`src/rtl/uec_pkg.sv`:
```
// package for the usb endpoint control register block
package uec_pkg;
    localparam logic [15:0] TOG_CTL_ADDR    = 16'hC7D7;
    localparam logic [15:0] FRAME_LO_ADDR   = 16'hC7D8;
    localparam logic [15:0] FRAME_HI_ADDR   = 16'hC7D9;
    localparam logic [15:0] FN_ADDR_ADDR    = 16'hC7DB;
    localparam logic [15:0] PAIRING_ADDR    = 16'hC7DD;
    localparam logic [15:0] IN_ACT_ADDR     = 16'hC7DE;
    localparam logic [15:0] OUT_ACT_ADDR    = 16'hC7DF;
    localparam logic [15:0] ISO_IN_ACT_ADDR = 16'hC7E0;
    localparam logic [15:0] ISO_OUT_ACT_ADDR = 16'hC7E1;
    localparam logic [15:0] SETUP_BUF_ADDR  = 16'hC7E8;
    localparam logic [15:0] ISO_OUT_BUF_ADDR = 16'hC7F0;
    localparam logic [15:0] ISO_IN_BUF_ADDR = 16'hC7F8;
    // toggle control and zero-length enable field positions
    localparam int TOG_VALUE_BIT = 7;
    localparam int TOG_SET_BIT   = 6;
    localparam int TOG_CLR_BIT   = 5;
    localparam int TOG_DIR_BIT   = 4;
    localparam int ISO_ZLEN_BIT  = 7;
    localparam logic [2:0] EP_MAX = 3'h5;
    localparam logic [9:0] FRAME_MAX = 10'h3FF;
    // reset values
    localparam logic [7:0] PAIRING_RST = 8'h00;
    localparam logic [4:0] EP_ACT_RST  = 5'h1F;
    localparam logic [5:0] ISO_BUF_RST = 6'h00;

    // token event from the usb engine
    typedef struct packed {
        logic       valid;
        logic       is_in;
        logic [6:0] addr;
        logic [3:0] ep;
    } uec_token_s;
    // per token decision for the usb engine
    typedef struct packed {
        logic respond;
        logic zero_len;
    } uec_reply_s;
endpackage : uec_pkg

```
`src/rtl/uec_regs.sv`:
```
// usb endpoint control and status registers with token filtering
//
// Notes on behaviour
// - toggle value bit 7 reads selected endpoint's next toggle, 1 means DATA1.
// - writing 1 to bit 6 forces selected toggle to DATA1.
// - writing 1 to bit 5 forces selected toggle to DATA0.
// - bit 4 selects IN when 1, OUT when 0.
// - endpoint number bits 2..0 valid only 0 to 5.
// - each start of frame copies frame number into read-only frame registers.
// - frame count wraps from 3FF to zero.
// - host assigned address captured into read-only function address register.
// - answer only tokens for our assigned address.
// - empty iso IN with zero-length enable sends zero-length packet.
// - empty iso IN without zero-length enable sends nothing.
// - bit 4 pairs bulk OUT 4/5, bit 3 pairs OUT 2/3.
// - bits 2,1,0 pair bulk IN 6/7, 4/5, 2/3.
// - IN endpoints 1..5 active bits gate responses; bit0 one, bits7:6 zero.
// - OUT endpoints 1..5 active bits gate responses; bit0 one, bits7:6 zero.
// - iso IN endpoint 8 active bit gates responses.
// - iso OUT endpoint 8 active bit gates responses.
// - eight bytes of latest SETUP packet held for software reads.
// - iso buffer starts hold address bits 9..4 in bits 7..2, low zero.
//
// Added by the designer: the plain strobed port.
`timescale 1ns/1ns
module uec_regs
    import uec_pkg::*;
(
    input  wire logic             i_core_clk,
    input  wire logic             i_sys_rst,
    input  wire logic             i_clk_en,
    // register port
    input  wire logic [15:0]      i_reg_addr,
    input  wire logic [7:0]       i_reg_wdata,
    input  wire logic             i_reg_wr,
    input  wire logic             i_reg_rd,
    output logic      [7:0]       o_reg_rdata,
    // usb engine events
    input  wire logic             i_sof_valid,
    input  wire logic [9:0]       i_sof_frame,
    input  wire logic             i_addr_valid,
    input  wire logic [6:0]       i_addr_value,
    input  wire logic             i_setup_valid,
    input  wire logic [63:0]      i_setup_data,
    input  wire logic             i_tog_flip,
    input  wire logic             i_tog_flip_in,
    input  wire logic [2:0]       i_tog_flip_ep,
    input  wire uec_token_s       i_token,
    input  wire logic             i_iso_in_empty,
    output uec_reply_s            o_reply,
    // configuration toward the usb engine
    output logic      [4:0]       o_pairing,
    output logic      [11:0]      o_in_toggles,
    output logic      [11:0]      o_out_toggles,
    output logic      [9:0]       o_iso_out_start,
    output logic      [9:0]       o_iso_in_start
);

    // selection and state registers
    logic        tog_dir_r;
    logic [2:0]  tog_ep_r;
    logic [5:0]  tog_in_r;
    logic [5:0]  tog_out_r;
    logic [5:0]  tog_in_nxt;
    logic [5:0]  tog_out_nxt;
    logic [9:0]  frame_r;
    logic [6:0]  fn_addr_r;
    logic        iso_zlen_r;
    logic [4:0]  pairing_r;
    logic [4:0]  in_act_r;
    logic [4:0]  out_act_r;
    logic        iso_in_act_r;
    logic        iso_out_act_r;
    logic [7:0]  setup_r [0:7];
    logic [5:0]  iso_out_buf_r;
    logic [5:0]  iso_in_buf_r;
    logic [7:0]  rdata_r;
    logic [7:0]  rdata_nxt;

    // write decode
    wire wr_tog     = i_reg_wr && (i_reg_addr == TOG_CTL_ADDR);
    wire wr_pair    = i_reg_wr && (i_reg_addr == PAIRING_ADDR);
    wire wr_in_act  = i_reg_wr && (i_reg_addr == IN_ACT_ADDR);
    wire wr_out_act = i_reg_wr && (i_reg_addr == OUT_ACT_ADDR);
    wire wr_iso_in  = i_reg_wr && (i_reg_addr == ISO_IN_ACT_ADDR);
    wire wr_iso_out = i_reg_wr && (i_reg_addr == ISO_OUT_ACT_ADDR);
    wire wr_out_buf = i_reg_wr && (i_reg_addr == ISO_OUT_BUF_ADDR);
    wire wr_in_buf  = i_reg_wr && (i_reg_addr == ISO_IN_BUF_ADDR);

    // new selection applies to same-cycle set/clear; codes above 5 are stored but set and clear nothing
    wire       sel_dir   = i_reg_wdata[TOG_DIR_BIT];
    wire [2:0] sel_ep    = i_reg_wdata[2:0];
    wire       sel_ok    = (sel_ep <= EP_MAX);
    wire       do_set    = wr_tog && sel_ok && i_reg_wdata[TOG_SET_BIT];
    wire       do_clr    = wr_tog && sel_ok && i_reg_wdata[TOG_CLR_BIT];
    wire       flip_ok   = i_tog_flip && (i_tog_flip_ep <= EP_MAX);

    // toggle next state: software force beats the engine's flip in the same cycle
    always_comb begin
        tog_in_nxt  = tog_in_r;
        tog_out_nxt = tog_out_r;
        if (flip_ok) begin
            if (i_tog_flip_in) begin
                tog_in_nxt[i_tog_flip_ep] = ~tog_in_r[i_tog_flip_ep];
            end else begin
                tog_out_nxt[i_tog_flip_ep] = ~tog_out_r[i_tog_flip_ep];
            end
        end
        // writing zeros to both leaves the toggle alone
        if (do_set || do_clr) begin
            if (sel_dir) begin
                tog_in_nxt[sel_ep] = do_set;
            end else begin
                tog_out_nxt[sel_ep] = do_set;
            end
        end
    end

    // toggle control and data toggles
    always_ff @(posedge i_core_clk) begin
        if (i_sys_rst) begin
            tog_dir_r <= 1'b0;
            tog_ep_r  <= 3'h0;
            tog_in_r  <= 6'h00;
            tog_out_r <= 6'h00;
        end else if (i_clk_en) begin
            if (wr_tog) begin
                tog_dir_r <= sel_dir;
                tog_ep_r  <= sel_ep;
            end
            tog_in_r  <= tog_in_nxt;
            tog_out_r <= tog_out_nxt;
        end
    end

    // frame count and function address captured from the engine
    always_ff @(posedge i_core_clk) begin
        if (i_sys_rst) begin
            frame_r   <= 10'h000;
            fn_addr_r <= 7'h00;
        end else if (i_clk_en) begin
            if (i_sof_valid) begin
                frame_r <= i_sof_frame & FRAME_MAX;
            end
            if (i_addr_valid) begin
                fn_addr_r <= i_addr_value;
            end
        end
    end

    // software writable configuration
    always_ff @(posedge i_core_clk) begin
        if (i_sys_rst) begin
            iso_zlen_r    <= 1'b0;
            pairing_r     <= PAIRING_RST[4:0];
            in_act_r      <= EP_ACT_RST;
            out_act_r     <= EP_ACT_RST;
            iso_in_act_r  <= 1'b1;
            iso_out_act_r <= 1'b1;
            iso_out_buf_r <= ISO_BUF_RST;
            iso_in_buf_r  <= ISO_BUF_RST;
        end else if (i_clk_en) begin
            if (wr_pair) begin
                iso_zlen_r <= i_reg_wdata[ISO_ZLEN_BIT];
                pairing_r  <= i_reg_wdata[4:0];
            end
            if (wr_in_act)  in_act_r      <= i_reg_wdata[5:1];
            if (wr_out_act) out_act_r     <= i_reg_wdata[5:1];
            if (wr_iso_in)  iso_in_act_r  <= i_reg_wdata[0];
            if (wr_iso_out) iso_out_act_r <= i_reg_wdata[0];
            if (wr_out_buf) iso_out_buf_r <= i_reg_wdata[7:2];
            if (wr_in_buf)  iso_in_buf_r  <= i_reg_wdata[7:2];
        end
    end

    // setup buffer holds the latest setup packet, byte 0 at lowest address
    always_ff @(posedge i_core_clk) begin
        if (i_sys_rst) begin
            for (int i = 0; i < 8; i++) setup_r[i] <= 8'h00;
        end else if (i_clk_en && i_setup_valid) begin
            for (int i = 0; i < 8; i++) setup_r[i] <= i_setup_data[8*i +: 8];
        end
    end

    // read mux; set/clear and unused bits read zero, unmapped reads zero
    wire        sel_tog_val = tog_dir_r ? tog_in_r[tog_ep_r] : tog_out_r[tog_ep_r];
    wire        ep_sel_ok   = (tog_ep_r <= EP_MAX);
    wire [7:0]  tog_rd      = {ep_sel_ok & sel_tog_val, 2'b00, tog_dir_r, 1'b0, tog_ep_r};
    wire        in_setup    = (i_reg_addr[15:3] == SETUP_BUF_ADDR[15:3]);

    always_comb begin
        rdata_nxt = 8'h00;
        if (in_setup) begin
            rdata_nxt = setup_r[i_reg_addr[2:0]];
        end else begin
            case (i_reg_addr)
                TOG_CTL_ADDR:     rdata_nxt = tog_rd;
                FRAME_LO_ADDR:    rdata_nxt = frame_r[7:0];
                FRAME_HI_ADDR:    rdata_nxt = {6'h00, frame_r[9:8]};
                FN_ADDR_ADDR:     rdata_nxt = {1'b0, fn_addr_r};
                PAIRING_ADDR:     rdata_nxt = {iso_zlen_r, 2'b00, pairing_r};
                IN_ACT_ADDR:      rdata_nxt = {2'b00, in_act_r, 1'b1};
                OUT_ACT_ADDR:     rdata_nxt = {2'b00, out_act_r, 1'b1};
                ISO_IN_ACT_ADDR:  rdata_nxt = {7'h00, iso_in_act_r};
                ISO_OUT_ACT_ADDR: rdata_nxt = {7'h00, iso_out_act_r};
                ISO_OUT_BUF_ADDR: rdata_nxt = {iso_out_buf_r, 2'b00};
                ISO_IN_BUF_ADDR:  rdata_nxt = {iso_in_buf_r, 2'b00};
                default:          rdata_nxt = 8'h00;
            endcase
        end
    end

    // read data stands only in the cycle after the strobe
    always_ff @(posedge i_core_clk) begin
        if (i_sys_rst) begin
            rdata_r <= 8'h00;
        end else if (i_clk_en) begin
            rdata_r <= i_reg_rd ? rdata_nxt : 8'h00;
        end
    end

    // token filtering; endpoint 0 is always active, 8 is the iso pair
    wire addr_hit = (i_token.addr == fn_addr_r);
    logic ep_active;
    always_comb begin
        case (i_token.ep)
            4'h0:                   ep_active = 1'b1;
            4'h1, 4'h2, 4'h3,
            4'h4, 4'h5:             ep_active = i_token.is_in ? in_act_r[i_token.ep[2:0] - 3'h1]
                                                              : out_act_r[i_token.ep[2:0] - 3'h1];
            4'h6, 4'h7:             ep_active = 1'b1;
            4'h8:                   ep_active = i_token.is_in ? iso_in_act_r : iso_out_act_r;
            default:                ep_active = 1'b0;
        endcase
    end
    wire iso_in_tok = i_token.is_in && (i_token.ep == 4'h8);
    wire iso_silent = iso_in_tok && i_iso_in_empty && !iso_zlen_r;

    // reply is combinational, one per token cycle; one driver for the whole struct
    wire reply_hit  = i_token.valid && addr_hit && ep_active && !iso_silent;
    wire reply_zero = reply_hit && iso_in_tok && i_iso_in_empty;
    assign o_reply  = {reply_hit, reply_zero};

    assign o_reg_rdata     = rdata_r;
    assign o_pairing       = pairing_r;
    assign o_in_toggles    = {6'h00, tog_in_r};
    assign o_out_toggles   = {6'h00, tog_out_r};
    assign o_iso_out_start = {iso_out_buf_r, 4'h0};
    assign o_iso_in_start  = {iso_in_buf_r, 4'h0};

endmodule : uec_regs

```
`config.mk`:
```
export PLATFORM = sky130hd
export DESIGN_NAME = uec_regs
export DESIGN_NICKNAME = d
export VERILOG_FILES = /design/src/rtl/uec_pkg.sv /design/src/rtl/uec_regs.sv
export SDC_FILE = /design/constraint.sdc
export NUM_CORES = 1
export LEC_CHECK = 0
export BUFFER_PORTS_ARGS = -buffer_cell sky130_fd_sc_hd__buf_2
export CORE_AREA = 4 4 136 138
export CTS_CLUSTER_SIZE = 16
export DETAILED_ROUTE_END_ITERATION = 16
export DIE_AREA = 0 0 140 142
export PLACE_DENSITY = 0.64
export SLEW_MARGIN = 40
export SYNTH_ARGS = -nofsm -noshare
export SYNTH_HDL_FRONTEND = slang
export SYNTH_SLANG_ARGS = --single-unit
```
`constraint.sdc`:
```
create_clock -name i_core_clk -period 4 [get_ports i_core_clk]
set_clock_uncertainty 0.2 [all_clocks]
set_input_delay 0.6 -clock i_core_clk [delete_from_list [all_inputs] [get_ports i_core_clk]]
set_output_delay 0.6 -clock i_core_clk [all_outputs]
set_load 0.05 [all_outputs]
```
# Word level (Yosys, flattened, before mapping)
# Memories as Yosys holds them, arrays and structs flattened.
# Cells that the tools add are included.
# word_totals
ff_bits	71
ramBits	64
inputBits	132
output_inout_bits	59
wordCells	145
mem_count	1
# op_classes
addsub	1
n_lt_le_gt_ge	9
eq_ne	21
muxes	48
bitwise	11
reduce_logical	39
# memory_table
name	words	word_bits	read_ports	rd_clocked_by_memory_dff	write_ports	line_no	rtl
setup_r	8	8	1	0	8	uec_regs.sv:74	logic [7:0] setup_r [0:7];
# ops
op	n
16-bit == test, second input constant	11
8-bit one-hot mux with 11 select lines	1
8-bit 2-to-1 mux	10
6-bit 2-to-1 mux	8
6-bit bitwise mux	4
1-bit logical AND	23
2-bit AND reduction	10
1-bit binary-select mux with 3-bit select	6
4-bit by 3-bit == test with 1-bit output, second input constant	4
3-bit by 4-bit < comparator with 1-bit output, second input constant	4
1-bit 2-to-1 mux	16
13-bit == test, second input constant	1
3-bit <= comparator, second input constant	3
4-bit by 2-bit == test with 1-bit output, second input constant	2
1-bit OR	8
7-bit == test	1
1-bit demux with 3-bit select	2
3-bit by 1-bit >= comparator with 1-bit output, second input constant	2
5-bit OR reduction	1
4-bit by 1-bit == test with 1-bit output, second input constant	1
4-bit == test, second input constant	1
4-bit zero test	1
1-bit one-hot mux with 3 select lines	1
3-bit OR reduction	1
other kinds (5)	7

# Logic depth before layout (Yosys ltp)
# Gate-level depths: netlist of the first run.
# depth
depth_word	10
ltp_mapped	8
mapped_depth_nobuf	7

# Least setup slack after synthesis of the first run
# No wires, ideal clock.
# synth_path
path_kind	in2reg
from	in i_sys_rst
to	mem setup_r[0][0], enable pin
arrival_time_ns	2.735
required_time_ns	3.368
slack_ns	0.633
stages	3
path_cell_list	clkbuf_1 > clkbuf_1 > nand2b_1
# synth_rtl
item	line_no	rtl
start: declaration	uec_regs.sv:30	input wire logic i_sys_rst,
end: declaration	uec_regs.sv:74	

==> load_flow_metrics.sql, run 1 <==
INSERT INTO impl_metrics (metric_group, metric, value, unit) VALUES
('setup_path', 'timing.critical_path.to_type', 'output port', ''),
('power', 'power.share.switching', '26.87', '%'),
('logic_synthesis', 'yosysWarnings', '0', ''),
('hold_path', 'hold-path-cell-count', '3', ''),
('cts', 'cts.repair.resized', '0', ''),
('detailed_routing', 'detail-route-antenna-nets', '0', ''),
('run_status', 'outcome', 'completed', ''),
('power', 'combPwrFrac', '11.4', '%'),
('cts', 'cts_root_buf', 'clkbuf_16', ''),
('setup_path', 'worstSetupStartpointType', 'input pin', ''),
('power', 'p_leak', '0.003407', 'µW'),
('hold_path', 'min_delay_worst_endpoint', 'frame_r[0]', ''),
('detailed_routing', 'first_pass_iters', '5', ''),
('die', 'num_io_pins', '191', ''),
('cts', 'post_cts_buffers', '0', ''),
('die', 'fp.dieArea', '19880', 'µm²'),
('die', 'die-height', '142', 'µm'),
('detailed_routing', 'detail_route.drc_violations', '0', ''),
('die', 'start_util', '42.61', '%'),
('logic_synthesis', 'yosysTopAreaCell', 'edfxtp_1', ''),
('power', 'power.clock.fraction', '44.1', '%'),
('logic_synthesis', 'yosys_register_bits', '135', ''),
('setup_path', 'worst-r2r-cell-count', '5', ''),
('detailed_routing', 'routed_wl', '20.13', 'mm'),
('global_routing', 'pin_count_of_the_biggest_net_entering_global_routing', '62', ''),
('final_layout', 'commonest_non_fill_non_tap_cell_in_the_layout', 'buf_2', ''),
('sta', 'period_needed', '3.238', 'ns'),
('cts', 'cts_tree', 'built', ''),
('hold_path', 'worstHoldStart', 'i_sof_frame[0]', ''),
('power', 'p_int', '2542', 'µW'),
('sta', 'slew_headroom', '49.76', '%'),
('flow_run', 'max-cap-violations', '0', ''),
('setup_path', 'critical_path_class', 'input pin to output port', ''),
('sta', 'fin_crit_sh', '80.94', '%'),
('logic_synthesis', 'synthArstFlopShare', '0', '%'),
('power', 'power.switching', '934.2', 'µW'),
('place', 'number_of_buffers_added_on_ports', '170', ''),
('logic_synthesis', 'post_synth_main_area_contributors', 'edfxtp_1 (26%), dfxtp_1 (19%), mux4_2 (6.5%)', ''),
('logic_synthesis', 'syn_avg_cell_area', '10.31', 'µm²'),
('detailed_routing', 'routed-via-count', '5969', ''),
('final_layout', 'synthesis_to_finish_area_growth', '19.91', '%'),
('logic_synthesis', 'netlist.area_leader.share', '26.26', '%'),
('logic_synthesis', 'mappedNetlistArea', '7320', 'µm²'),
('final_layout', 'ratio_of_cells_with_drive_above_1_in_the_final_layout', '28.28', '%'),
('logic_synthesis', 'synth-main-ff-cell', 'dfxtp_1', ''),
('detailed_routing', 'vias_per_cell', '5.446', ''),
('logic_synthesis', 'syn-instance-count', '710', ''),
('cts', 'cts_max_path_buffers', '2', ''),
('die', 'die_x', '140', 'µm'),
('sta', 'grt_setup_unrepaired', 'false', ''),
('cts', 'clock_sink_count', '135', ''),
('final_layout', 'layout.nets', '994', ''),
('cts', 'clk_transition_reported_paths', '0.06', 'ns'),
('setup_path', 'r2r-start', 'tog_ep_r[0]', ''),
('sta', 'setup_viol_count_final', '0', ''),
('cts', 'ctsHtreeMaxLevel', '4', ''),
('cts', 'tritoncts.num_buffers', '17', ''),
('detailed_routing', 'average_routed_wire_per_standard_cell', '18.37', 'µm'),
('cts', 'clock_latency_on_the_worst_skew_pair', '0.43', 'ns'),
('sta', 'final_max_slew_viol_count', '0', ''),
('sta', 'transition_time_at_the_pin_with_the_least_slew_margin', '0.7495', 'ns'),
('sta', 'setup_tns', '0', 'ns'),
('sta', 'fmax', '308.9', 'MHz'),
('setup_path', 'worst_ep_arrival_time', '2.44', 'ns'),
('logic_synthesis', 'synth-edff-count', '64', ''),
('place', 'hpwlAfterDp', '14.79', 'mm'),
('sta', 'hold_viol_final', '0', ''),
('logic_synthesis', 'synth.lib_cells_used.distinct', '63', ''),
('setup_path', 'crit_fanout', '6', ''),
('setup_path', 'worst-endpoint-required', '3.20', 'ns'),
('power', 'seqPwrFrac', '44.6', '%');
==> Yosys cell counts, types with 4 or more instances <==
| master | count |
|---|---|
| mux4_2 | 21 |
| nand2b_1 | 4 |
| a211oi_1 | 7 |
| inv_1 | 13 |
| nor4_1 | 4 |
| nand4b_1 | 4 |
| o21ai_0 | 17 |
| mux2_2 | 5 |
| a31oi_1 | 8 |
| nor3_1 | 7 |
| nor2b_1 | 32 |
| a21oi_1 | 37 |
| and2_1 | 51 |
| a311oi_1 | 10 |
| dfxtp_1 | 71 |
| and4b_1 | 6 |
| nor2_1 | 59 |
| edfxtp_1 | 64 |
| buf_4 | 26 |
| ha_1 | 5 |
| clkbuf_1 | 29 |
| a211o_1 | 10 |
| mux2i_1 | 37 |
| and3_1 | 4 |
| a41oi_1 | 5 |
| xnor2_1 | 16 |
| nand4_1 | 13 |
| nand2_1 | 55 |
| nand3_1 | 24 |
| buf_2 | 6 |
| a22oi_1 | 5 |
==> power groups by stage <==
stage                     registers (µW)  clock network, µW  logic, µW
after floorplan                     1590                  0        261
after global placement              1580                  0        393
after detailed placement            1580                  0        396
after CTS                           1550               1550        397
after global routing                1560               1620        432
final                               1550               1530        395
==> cell families after synthesis <==
logic type | after synthesis | synth area share (%)
xor+xnor | 16 | 1.914
flops | 135 | 45.68
fa+ha+maj | 5 | 0.8547
other cells | 1 | 0.05123
buf+inv | 80 | 5.863
simple gates | 287 | 21.93
mux | 63 | 12.29
compound gates | 123 | 11.42
==> layout make-up <==
| type | instances | area, µm² |
|---|---|---|
| diodes | 1 | 2.502 |
| clock buffers | 17 | 425.4 |
| clock inverters | 15 | 143.9 |
| fillers | 1632 | 8399 |
| inverters | 13 | 48.80 |
| multi-input cells | 514 | 3623 |
| flip-flops and latches | 135 | 3343 |
| well taps | 225 | 281.5 |
| repair buffers | 176 | 908.4 |
==> worst max path at each step <==
stage | start | to | slack (ns)
finish | i_token[0] | o_reply[0] | 0.76
global route | i_token[0] | o_reply[0] | 0.56
CTS | i_token[0] | o_reply[0] | 0.74
detailed placement | i_token[0] | o_reply[0] | 0.75
global placement | i_token[0] | o_reply[0] | 0.72
floorplan | i_sys_rst | setup_r[0][0] | 0.63
==> routing by layer <==
metal  vias up  GRT usage, %  wire length [µm]
met4         2         6.425               461
li1       2875             -                 -
met1      2807         27.03              8749
met5         -             0                 7
met3        34         7.023              1763
met2       251         30.69              9149
==> sequential cells by signal, indices dropped and copies added (netlist names) <==
signal,flops
tog_ep_r,3
iso_in_act_r,1
fn_addr_r,7
o_reg_rdata,8
iso_zlen_r,1
tog_dir_r,1
iso_in_buf_r,6
frame_r,10
o_pairing,5
tog_in_r,6
iso_out_buf_r,6
out_act_r,5
setup_r,64
tog_out_r,6
iso_out_act_r,1
in_act_r,5
==> through the flow <==
stage	utilization (%)	setup WS [ns]	total power (µW)	instance area, µm²	cells
3_5_place_dp	47.77	0.7487	1976	8205	1063
2_1_floorplan	-	0.6328	1856	7391	729
3_3_place_gp	47.77	0.7212	1971	8205	1063
4_1_cts	51.09	0.7417	3501	8775	1095
6_report	51.10	0.7625	3477	8777	1096
5_1_grt	51.10	0.5551	3611	8777	1096
==> worst max-delay path: stages <==
cell	delay [ns]
buf_2	0.16
inv_1	0.09
ha_1	0.33
mux2i_1	0.13
a2111oi_0	0.43
a211oi_1	0.13
nor4b_1	0.25
buf_2	0.31
Note: power is estimated with default switching activity, not from simulation.
==> run 2, diff against run 1 <==
Settings changed: PLACE_DENSITY 0.64 to 0.67.
Clock period 4 ns to 2.6 ns, I/O delays scaled along.
==> run 2 against run 1 <==
  * The flow now finishes with violations (negative setup slack)
  * Worst hold slack got worse by 0.19 ns
  * Via count rose by 3.1%
  * Final cell count rose by 3.2%
  * First-iteration DRC count rose by 11%
  * Setup slack got worse by 0.91 ns
  * Non-clock buffer count rose by 36
  * Clock-buffer cell count did not move
  * Combinational power rose by 65%
  * Register-to-register slack got worse by 1.5 ns
  * Global-route usage fell by 0.25 points
  * Critical path depth fell by 1
  * Largest power group is now clock
==> load_flow_metrics.sql, run 2 (synthesized netlist as in run 1, its figures left out) <==
INSERT INTO impl_metrics (metric_group, metric, value, unit) VALUES
('run_status', 'outcome', 'finished with violations', ''),
('run_status', 'violations', 'negative setup slack', ''),
('sta', 'fmax', '364.1', 'MHz'),
('power', 'p_int', '4211', 'µW'),
('detailed_routing', 'detail_route.drc_violations', '0', ''),
('cts', 'ctsHtreeMaxLevel', '4', ''),
('power', 'seqPwrFrac', '42.7', '%'),
('final_layout', 'synthesis_to_finish_area_growth', '25.61', '%'),
('global_routing', 'grtUsageTotal', '19.85', '%'),
('power', 'power.switching', '1380', 'µW'),
('place', 'number_of_buffers_added_on_ports', '170', ''),
('die', 'fp.dieArea', '19880', 'µm²'),
('final_layout', 'ratio_of_cells_with_drive_above_1_in_the_final_layout', '32.56', '%'),
('power', 'power.share.switching', '24.69', '%'),
('die', 'die-height', '142', 'µm'),
('sta', 'period_needed', '2.746', 'ns'),
('sta', 'grt_setup_unrepaired', 'true', ''),
('detailed_routing', 'routed_wl', '20.37', 'mm'),
('power', 'p_leak', '0.003607', 'µW'),
('setup_path', 'worstSetupStartpointType', 'flip-flop', ''),
('global_routing', 'grt_pass1_vias', '5827', ''),
('setup_path', 'worst-endpoint-required', '2.01', 'ns'),
('final_layout', 'finalCoreUtilization', '53.53', '%'),
('cts', 'clock_latency_on_the_worst_skew_pair', '0.43', 'ns'),
('die', 'num_io_pins', '191', ''),
('place', 'placed_instance_area', '8433', 'µm²'),
('cts', 'cts_max_path_buffers', '2', ''),
('die', 'start_util', '42.61', '%'),
('setup_path', 'critical-path-max-stage-delay', '0.47', 'ns'),
('final_layout', 'regMostFlops', 'setup_r', ''),
('sta', 'timing.final.ws_setup', '-0.1465', 'ns'),
('detailed_routing', 'routed-via-count', '6152', ''),
('die', 'placement_rows', '48', ''),
('die', 'core-area', '17180', 'µm²'),
('place', 'routabilityCongestion', '0.8662', ''),
('cts', 'tritoncts.num_buffers', '17', ''),
('cts', 'clk_transition_reported_paths', '0.06', 'ns'),
('sta', 'final_max_slew_viol_count', '0', ''),
('detailed_routing', 'first_pass_iters', '5', ''),
('cts', 'clock_sink_count', '135', ''),
('final_layout', 'n_antenna_cell', '0', ''),
('final_layout', 'mostFrequentLayoutCells', 'buf_2 (167), edfxtp_1 (64), dfxtp_1 (62)', ''),
('setup_path', 'crit_fanout', '2', ''),
('global_routing', 'grt_remaining_overflow', '0', ''),
('setup_path', 'timing.critical_path.to_type', 'output port', ''),
('sta', 'fin_crit_sh', '105.6', '%'),
('hold_path', 'min-delay-path-class', 'input pin to flip-flop', ''),
('sta', 'hold_viol_final', '0', ''),
('detailed_routing', 'detail-route-antenna-nets', '0', ''),
('global_routing', 'antenna_violations_before_repair', '2', ''),
('cts', 'cts_tree', 'built', ''),
('setup_path', 'worst_ep_arrival_time', '2.16', 'ns'),
('detailed_routing', 'drt-initial-drc-count', '503', ''),
('sta', 'setup_viol_count_final', '2', ''),
('global_routing', 'first_pass_grt_wire_length', '30.84', 'mm'),
('power', 'vdd.ir_drop.worst', '0.4853', 'mV'),
('setup_path', 'cp_slowest_cell', 'mux4_2', ''),
('final_layout', 'nFillCells', '1579', ''),
('flow_run', 'max-cap-violations', '0', ''),
('final_layout', 'largest_register_ffs', '64', ''),
('place', 'hpwlAfterDp', '14.93', 'mm'),
('power', 'power.clock.fraction', '45.7', '%'),
('setup_path', 'critical_path_class', 'flip-flop to output port', ''),
('die', 'die_x', '140', 'µm'),
('cts', 'cts_root_buf', 'clkbuf_16', ''),
('power', 'power.density_cell_area', '608.1', 'nW/µm²'),
('final_layout', 'commonest_non_fill_non_tap_cell_in_the_layout', 'buf_2', ''),
('final_layout', 'layout.nets', '1030', ''),
('global_routing', 'pin_count_of_the_biggest_net_entering_global_routing', '65', ''),
('power', 'combPwrFrac', '11.7', '%'),
('final_layout', 'finish.instance_area', '9194', 'µm²'),
('detailed_routing', 'average_routed_wire_per_standard_cell', '18.01', 'µm'),
('setup_path', 'critical_path.cell_chain', 'mux4_2 -> mux2i_2 -> a2111oi_2 -> a211oi_2 -> buf_4 -> nor2_2 -> buf_6', ''),
('detailed_routing', 'vias_per_cell', '5.439', '');
[run 2: cell types whose count changed in the layout (fill, tap and decap cells not counted), sizes merged]
cell         change
buf             +32
inv              -5
bufinv           +3
dlygate4sd3      +3
clkinv           +2
clkbuf           +1
diode            -1
[run 2: layer usage]
metal,track usage (%),vias to the layer above,wire [µm]
met5,0,-,21
met4,7.139,4,373
met3,5.612,38,1611
met2,32.72,255,9791
met1,25.19,2903,8574
li1,-,2952,-
[run 2: cell type report]
cell class | count | area (µm²) | share of cell area [%]
inverter | 13 | 48.80 | 0.5308
multi-input combinational | 514 | 3661 | 39.82
clock inverter | 15 | 200.2 | 2.177
tap | 225 | 281.5 | 3.062
sequential | 135 | 3354 | 36.49
clock buffer | 17 | 425.4 | 4.627
timing repair buffer | 212 | 1222 | 13.30
[run 2: per-stage QoR]
stage               setup TNS [ns]  hold WS [ns]  instances  setup WS [ns]  power, µW
floorplan                        0        0.2316        729         0.1629       2853
global placement           -0.3712        0.2398       1090        -0.1922       3061
detailed placement         -0.4561        0.2503       1090        -0.2326       3071
global route               -0.3181      0.009797       1131        -0.1952       5770
CTS                        -0.2940     0.0001660       1131        -0.1639       5619
finish                     -0.2243      0.009369       1131        -0.1465       5591
[run 2: final timing paths]
kind | from | to | slack [ns] | cells past startpoint
setup reg to reg | tog_in_r[0] | tog_in_r[2] | 0.71 | 5
setup / recovery | in_act_r[3] | o_reply[1] | -0.15 | 7
hold / removal | i_sof_frame[7] | frame_r[7] | 0.009 | 3
hold reg to reg | frame_r[5] | frame_r[5] | 0.26 | 2
[run 2: power by group through the flow]
stage / logic, µW / clock network [µW] / registers (µW)
finish: 653 / 2550 / 2390
floorplan: 402 / 0 / 2450
CTS: 648 / 2580 / 2390
detailed placement: 639 / 0 / 2430
global route: 708 / 2670 / 2400
global placement: 633 / 0 / 2430
[run 2: timing repair]
action,in CTS,in global routing
setup endpoints to repair,2,2
endpoints found under the hold margin,3,0
pin swaps,5,4
hold buffers,3,0
resized for setup,16,7
buffers inserted,6,0
[run 2: critical path: cells and delay by family (launching register included)]
family,cells,cell delay [ns]
simple gates,1,0.03
mux,2,0.66
compound gates,2,0.40
buf+inv,2,0.31
flops,1,0.33
==> run 3, diff against run 2 <==
--- a/config.mk
+++ b/config.mk
@@ -16,2 +16,3 @@
 export SYNTH_HDL_FRONTEND = slang
 export SYNTH_SLANG_ARGS = --single-unit
+export TNS_END_PERCENT = 20
--- a/constraint.sdc
+++ b/constraint.sdc
@@ -3,3 +3,3 @@
 set_input_delay 0.39 -clock i_core_clk [delete_from_list [all_inputs] [get_ports i_core_clk]]
 set_output_delay 0.39 -clock i_core_clk [all_outputs]
-set_load 0.05 [all_outputs]
+set_load 0.01 [all_outputs]
==> run 3 against run 2 <==
  * Flip-flop and latch count unchanged
  * Power decreased by 4.7%
  * Sequential power about the same
  * Clock power decreased by 7%
  * Utilization decreased by 0.66 points
  * The flow still finishes with violations (negative setup slack)
==> load_flow_metrics.sql, run 3 (synthesized netlist as in run 1, its figures left out) <==
INSERT INTO impl_metrics (metric_group, metric, value, unit) VALUES
('detailed_routing', 'detail-route-antenna-nets', '0', ''),
('sta', 'timing.final.ws_setup', '-0.004127', 'ns'),
('sta', 'hold_slack', '0.01097', 'ns'),
('power', 'p_int', '4025', 'µW'),
('hold_path', 'hold-path-cell-count', '3', ''),
('hold_path', 'worstHoldStart', 'i_sof_frame[8]', ''),
('cts', 'clock_sink_count', '135', ''),
('setup_path', 'timing.critical_path.to_type', 'output port', ''),
('sta', 'period_needed', '2.604', 'ns'),
('setup_path', 'crit_fanout', '3', ''),
('die', 'start_util', '42.61', '%'),
('final_layout', 'synthesis_to_finish_area_growth', '24.05', '%'),
('final_layout', 'layout.nets', '1025', ''),
('cts', 'clk_transition_reported_paths', '0.06', 'ns'),
('global_routing', 'grtUsageTotal', '20.27', '%'),
('detailed_routing', 'average_routed_wire_per_standard_cell', '17.90', 'µm'),
('detailed_routing', 'vias_per_cell', '5.284', ''),
('power', 'seqPwrFrac', '44.8', '%'),
('detailed_routing', 'detail_route.drc_violations', '0', ''),
('final_layout', 'post_layout_cell_count', '1127', ''),
('place', 'post-place-cells', '1089', ''),
('sta', 'setup_viol_count_final', '1', ''),
('setup_path', 'worst_ep_arrival_time', '2.01', 'ns'),
('sta', 'fmax', '384.0', 'MHz'),
('die', 'placement_rows', '48', ''),
('sta', 'grt_setup_unrepaired', 'true', ''),
('detailed_routing', 'routed-via-count', '5955', ''),
('cts', 'tritoncts.num_buffers', '17', ''),
('die', 'fp.dieArea', '19880', 'µm²'),
('setup_path', 'rr_endpoint', 'o_reg_rdata[7]', ''),
('detailed_routing', 'first_pass_iters', '5', ''),
('setup_path', 'r2r-start', 'tog_dir_r', ''),
('cts', 'cts_tree', 'built', ''),
('place', 'number_of_buffers_added_on_ports', '170', ''),
('power', 'p_leak', '0.003565', 'µW'),
('final_layout', 'regMostFlops', 'setup_r', ''),
('power', 'power.clock.fraction', '44.6', '%'),
('cts', 'cts_root_buf', 'clkbuf_16', ''),
('setup_path', 'worst-endpoint-required', '2.01', 'ns'),
('power', 'power.share.switching', '24.45', '%'),
('power', 'power.switching', '1303', 'µW'),
('cts', 'ctsHtreeMaxLevel', '4', ''),
('final_layout', 'mostFrequentLayoutCells', 'buf_2 (170), dfxtp_1 (65), edfxtp_1 (64)', ''),
('global_routing', 'grt_pass1_vias', '5906', ''),
('die', 'die_x', '140', 'µm'),
('sta', 'hold_viol_final', '0', ''),
('hold_path', 'min_delay_worst_endpoint', 'frame_r[8]', ''),
('die', 'die-height', '142', 'µm'),
('die', 'num_io_pins', '191', ''),
('run_status', 'violations', 'negative setup slack', ''),
('sta', 'fin_crit_sh', '100.2', '%'),
('global_routing', 'antenna_violations_before_repair', '0', ''),
('final_layout', 'commonest_non_fill_non_tap_cell_in_the_layout', 'buf_2', ''),
('global_routing', 'first_pass_grt_wire_length', '31.69', 'mm'),
('setup_path', 'reg2reg_slack', '0.72', 'ns'),
('power', 'combPwrFrac', '10.6', '%'),
('global_routing', 'grt_remaining_overflow', '0', ''),
('power', 'power.density_cell_area', '586.8', 'nW/µm²'),
('setup_path', 'worst-r2r-cell-count', '4', ''),
('final_layout', 'ratio_of_cells_with_drive_above_1_in_the_final_layout', '31.41', '%'),
('detailed_routing', 'routed_wl', '20.17', 'mm'),
('flow_run', 'max-cap-violations', '0', ''),
('run_status', 'outcome', 'finished with violations', ''),
('setup_path', 'critical_path_class', 'flip-flop to output port', ''),
('hold_path', 'min-delay-path-class', 'input pin to flip-flop', ''),
('setup_path', 'worstSetupStartpointType', 'flip-flop', ''),
('final_layout', 'largest_register_ffs', '64', ''),
('power', 'vdd.ir_drop.worst', '0.5541', 'mV'),
('place', 'hpwlAfterDp', '15.25', 'mm'),
('detailed_routing', 'drt-initial-drc-count', '348', ''),
('die', 'core-area', '17180', 'µm²'),
('cts', 'cts_max_path_buffers', '2', ''),
('sta', 'final_max_slew_viol_count', '0', ''),
('cts', 'clock_latency_on_the_worst_skew_pair', '0.42', 'ns'),
('place', 'routabilityCongestion', '0.8741', ''),
('global_routing', 'pin_count_of_the_biggest_net_entering_global_routing', '49', '');
run 3: cell count changes in the layout (fill, tap and decap cells not counted), sizes merged:
cell / change
buf: -3
bufinv: -2
clkbuf: +1
clkinv: -3
diode: +1
dlygate4sd3: -1
inv: +3
run 3: through the flow:
step	total power (µW)	worst slack (ns)	setup TNS [ns]	instance area, µm²	util (%)
after detailed placement	2991	-0.1062	-0.1969	8426	49.05
after CTS	5362	-0.02801	-0.02801	9071	52.81
final	5328	-0.004127	-0.004127	9080	52.86
after floorplan	2771	0.1629	0	7393	-
after global placement	2982	-0.1080	-0.1409	8426	49.05
after global routing	5532	-0.1529	-0.2591	9077	52.85
run 3: how the worst max path moves through the flow:
| stage | start | endpoint | slack, ns | depth (start not counted) |
|---|---|---|---|---|
| after CTS | in_act_r[1] | o_reply[1] | -0.03 | 7 |
| after global placement | i_token[0] | o_reply[0] | -0.11 | 8 |
| after global routing | i_token[0] | o_reply[0] | -0.15 | 8 |
| after detailed placement | i_token[0] | o_reply[0] | -0.11 | 8 |
| final | in_act_r[2] | o_reply[1] | -0.004 | 7 |
| after floorplan | i_sys_rst | setup_r[0][0] | 0.16 | 3 |
run 3: layer usage:
layer | routed length [µm] | vias to the layer above | share of wire [%] | global-route usage (%)
met5 | 0 | - | 0 | 0
met4 | 337 | 0 | 1.7 | 6.221
met3 | 1444 | 24 | 7.2 | 6.384
met2 | 9600 | 223 | 48 | 32.19
met1 | 8788 | 2772 | 44 | 26.79
li1 | - | 2936 | - | -
run 3: layout make-up:
type	instances	area (µm²)
Antenna cell	1	2.502
Inverter	13	48.80
Fill cell	1608	8097
Clock buffer	19	432.9
Tap cell	225	281.5
Clock inverter	13	143.9
Timing Repair Buffer	207	1171
Sequential cell	135	3351
Multi-Input combinational cell	514	3649
run 3: critical path, cell delays in order (launching register included):
cell,delay [ns]
dfxtp_2,0.34
mux4_2,0.47
mux2i_2,0.18
a2111oi_2,0.10
a211oi_2,0.19
buf_4,0.15
nor2_2,0.03
buf_2,0.14
run 3: what timing repair did:
| action | 4_1_cts | 5_1_grt |
|---|---|---|
| buffers inserted | 3 | 0 |
| endpoints found under the hold margin | 2 | 0 |
| endpoints found under the setup margin | 2 | 2 |
| gates resized for setup | 9 | 3 |
| pin swaps | 4 | 1 |
| hold buffers | 2 | 0 |
run 3: power by group through the flow:
stage / logic (µW) / registers, µW / clock network, µW
floorplan: 351 / 2420 / 0
global placement: 554 / 2430 / 0
detailed placement: 558 / 2430 / 0
CTS: 568 / 2390 / 2410
global route: 628 / 2390 / 2510
finish: 566 / 2390 / 2380
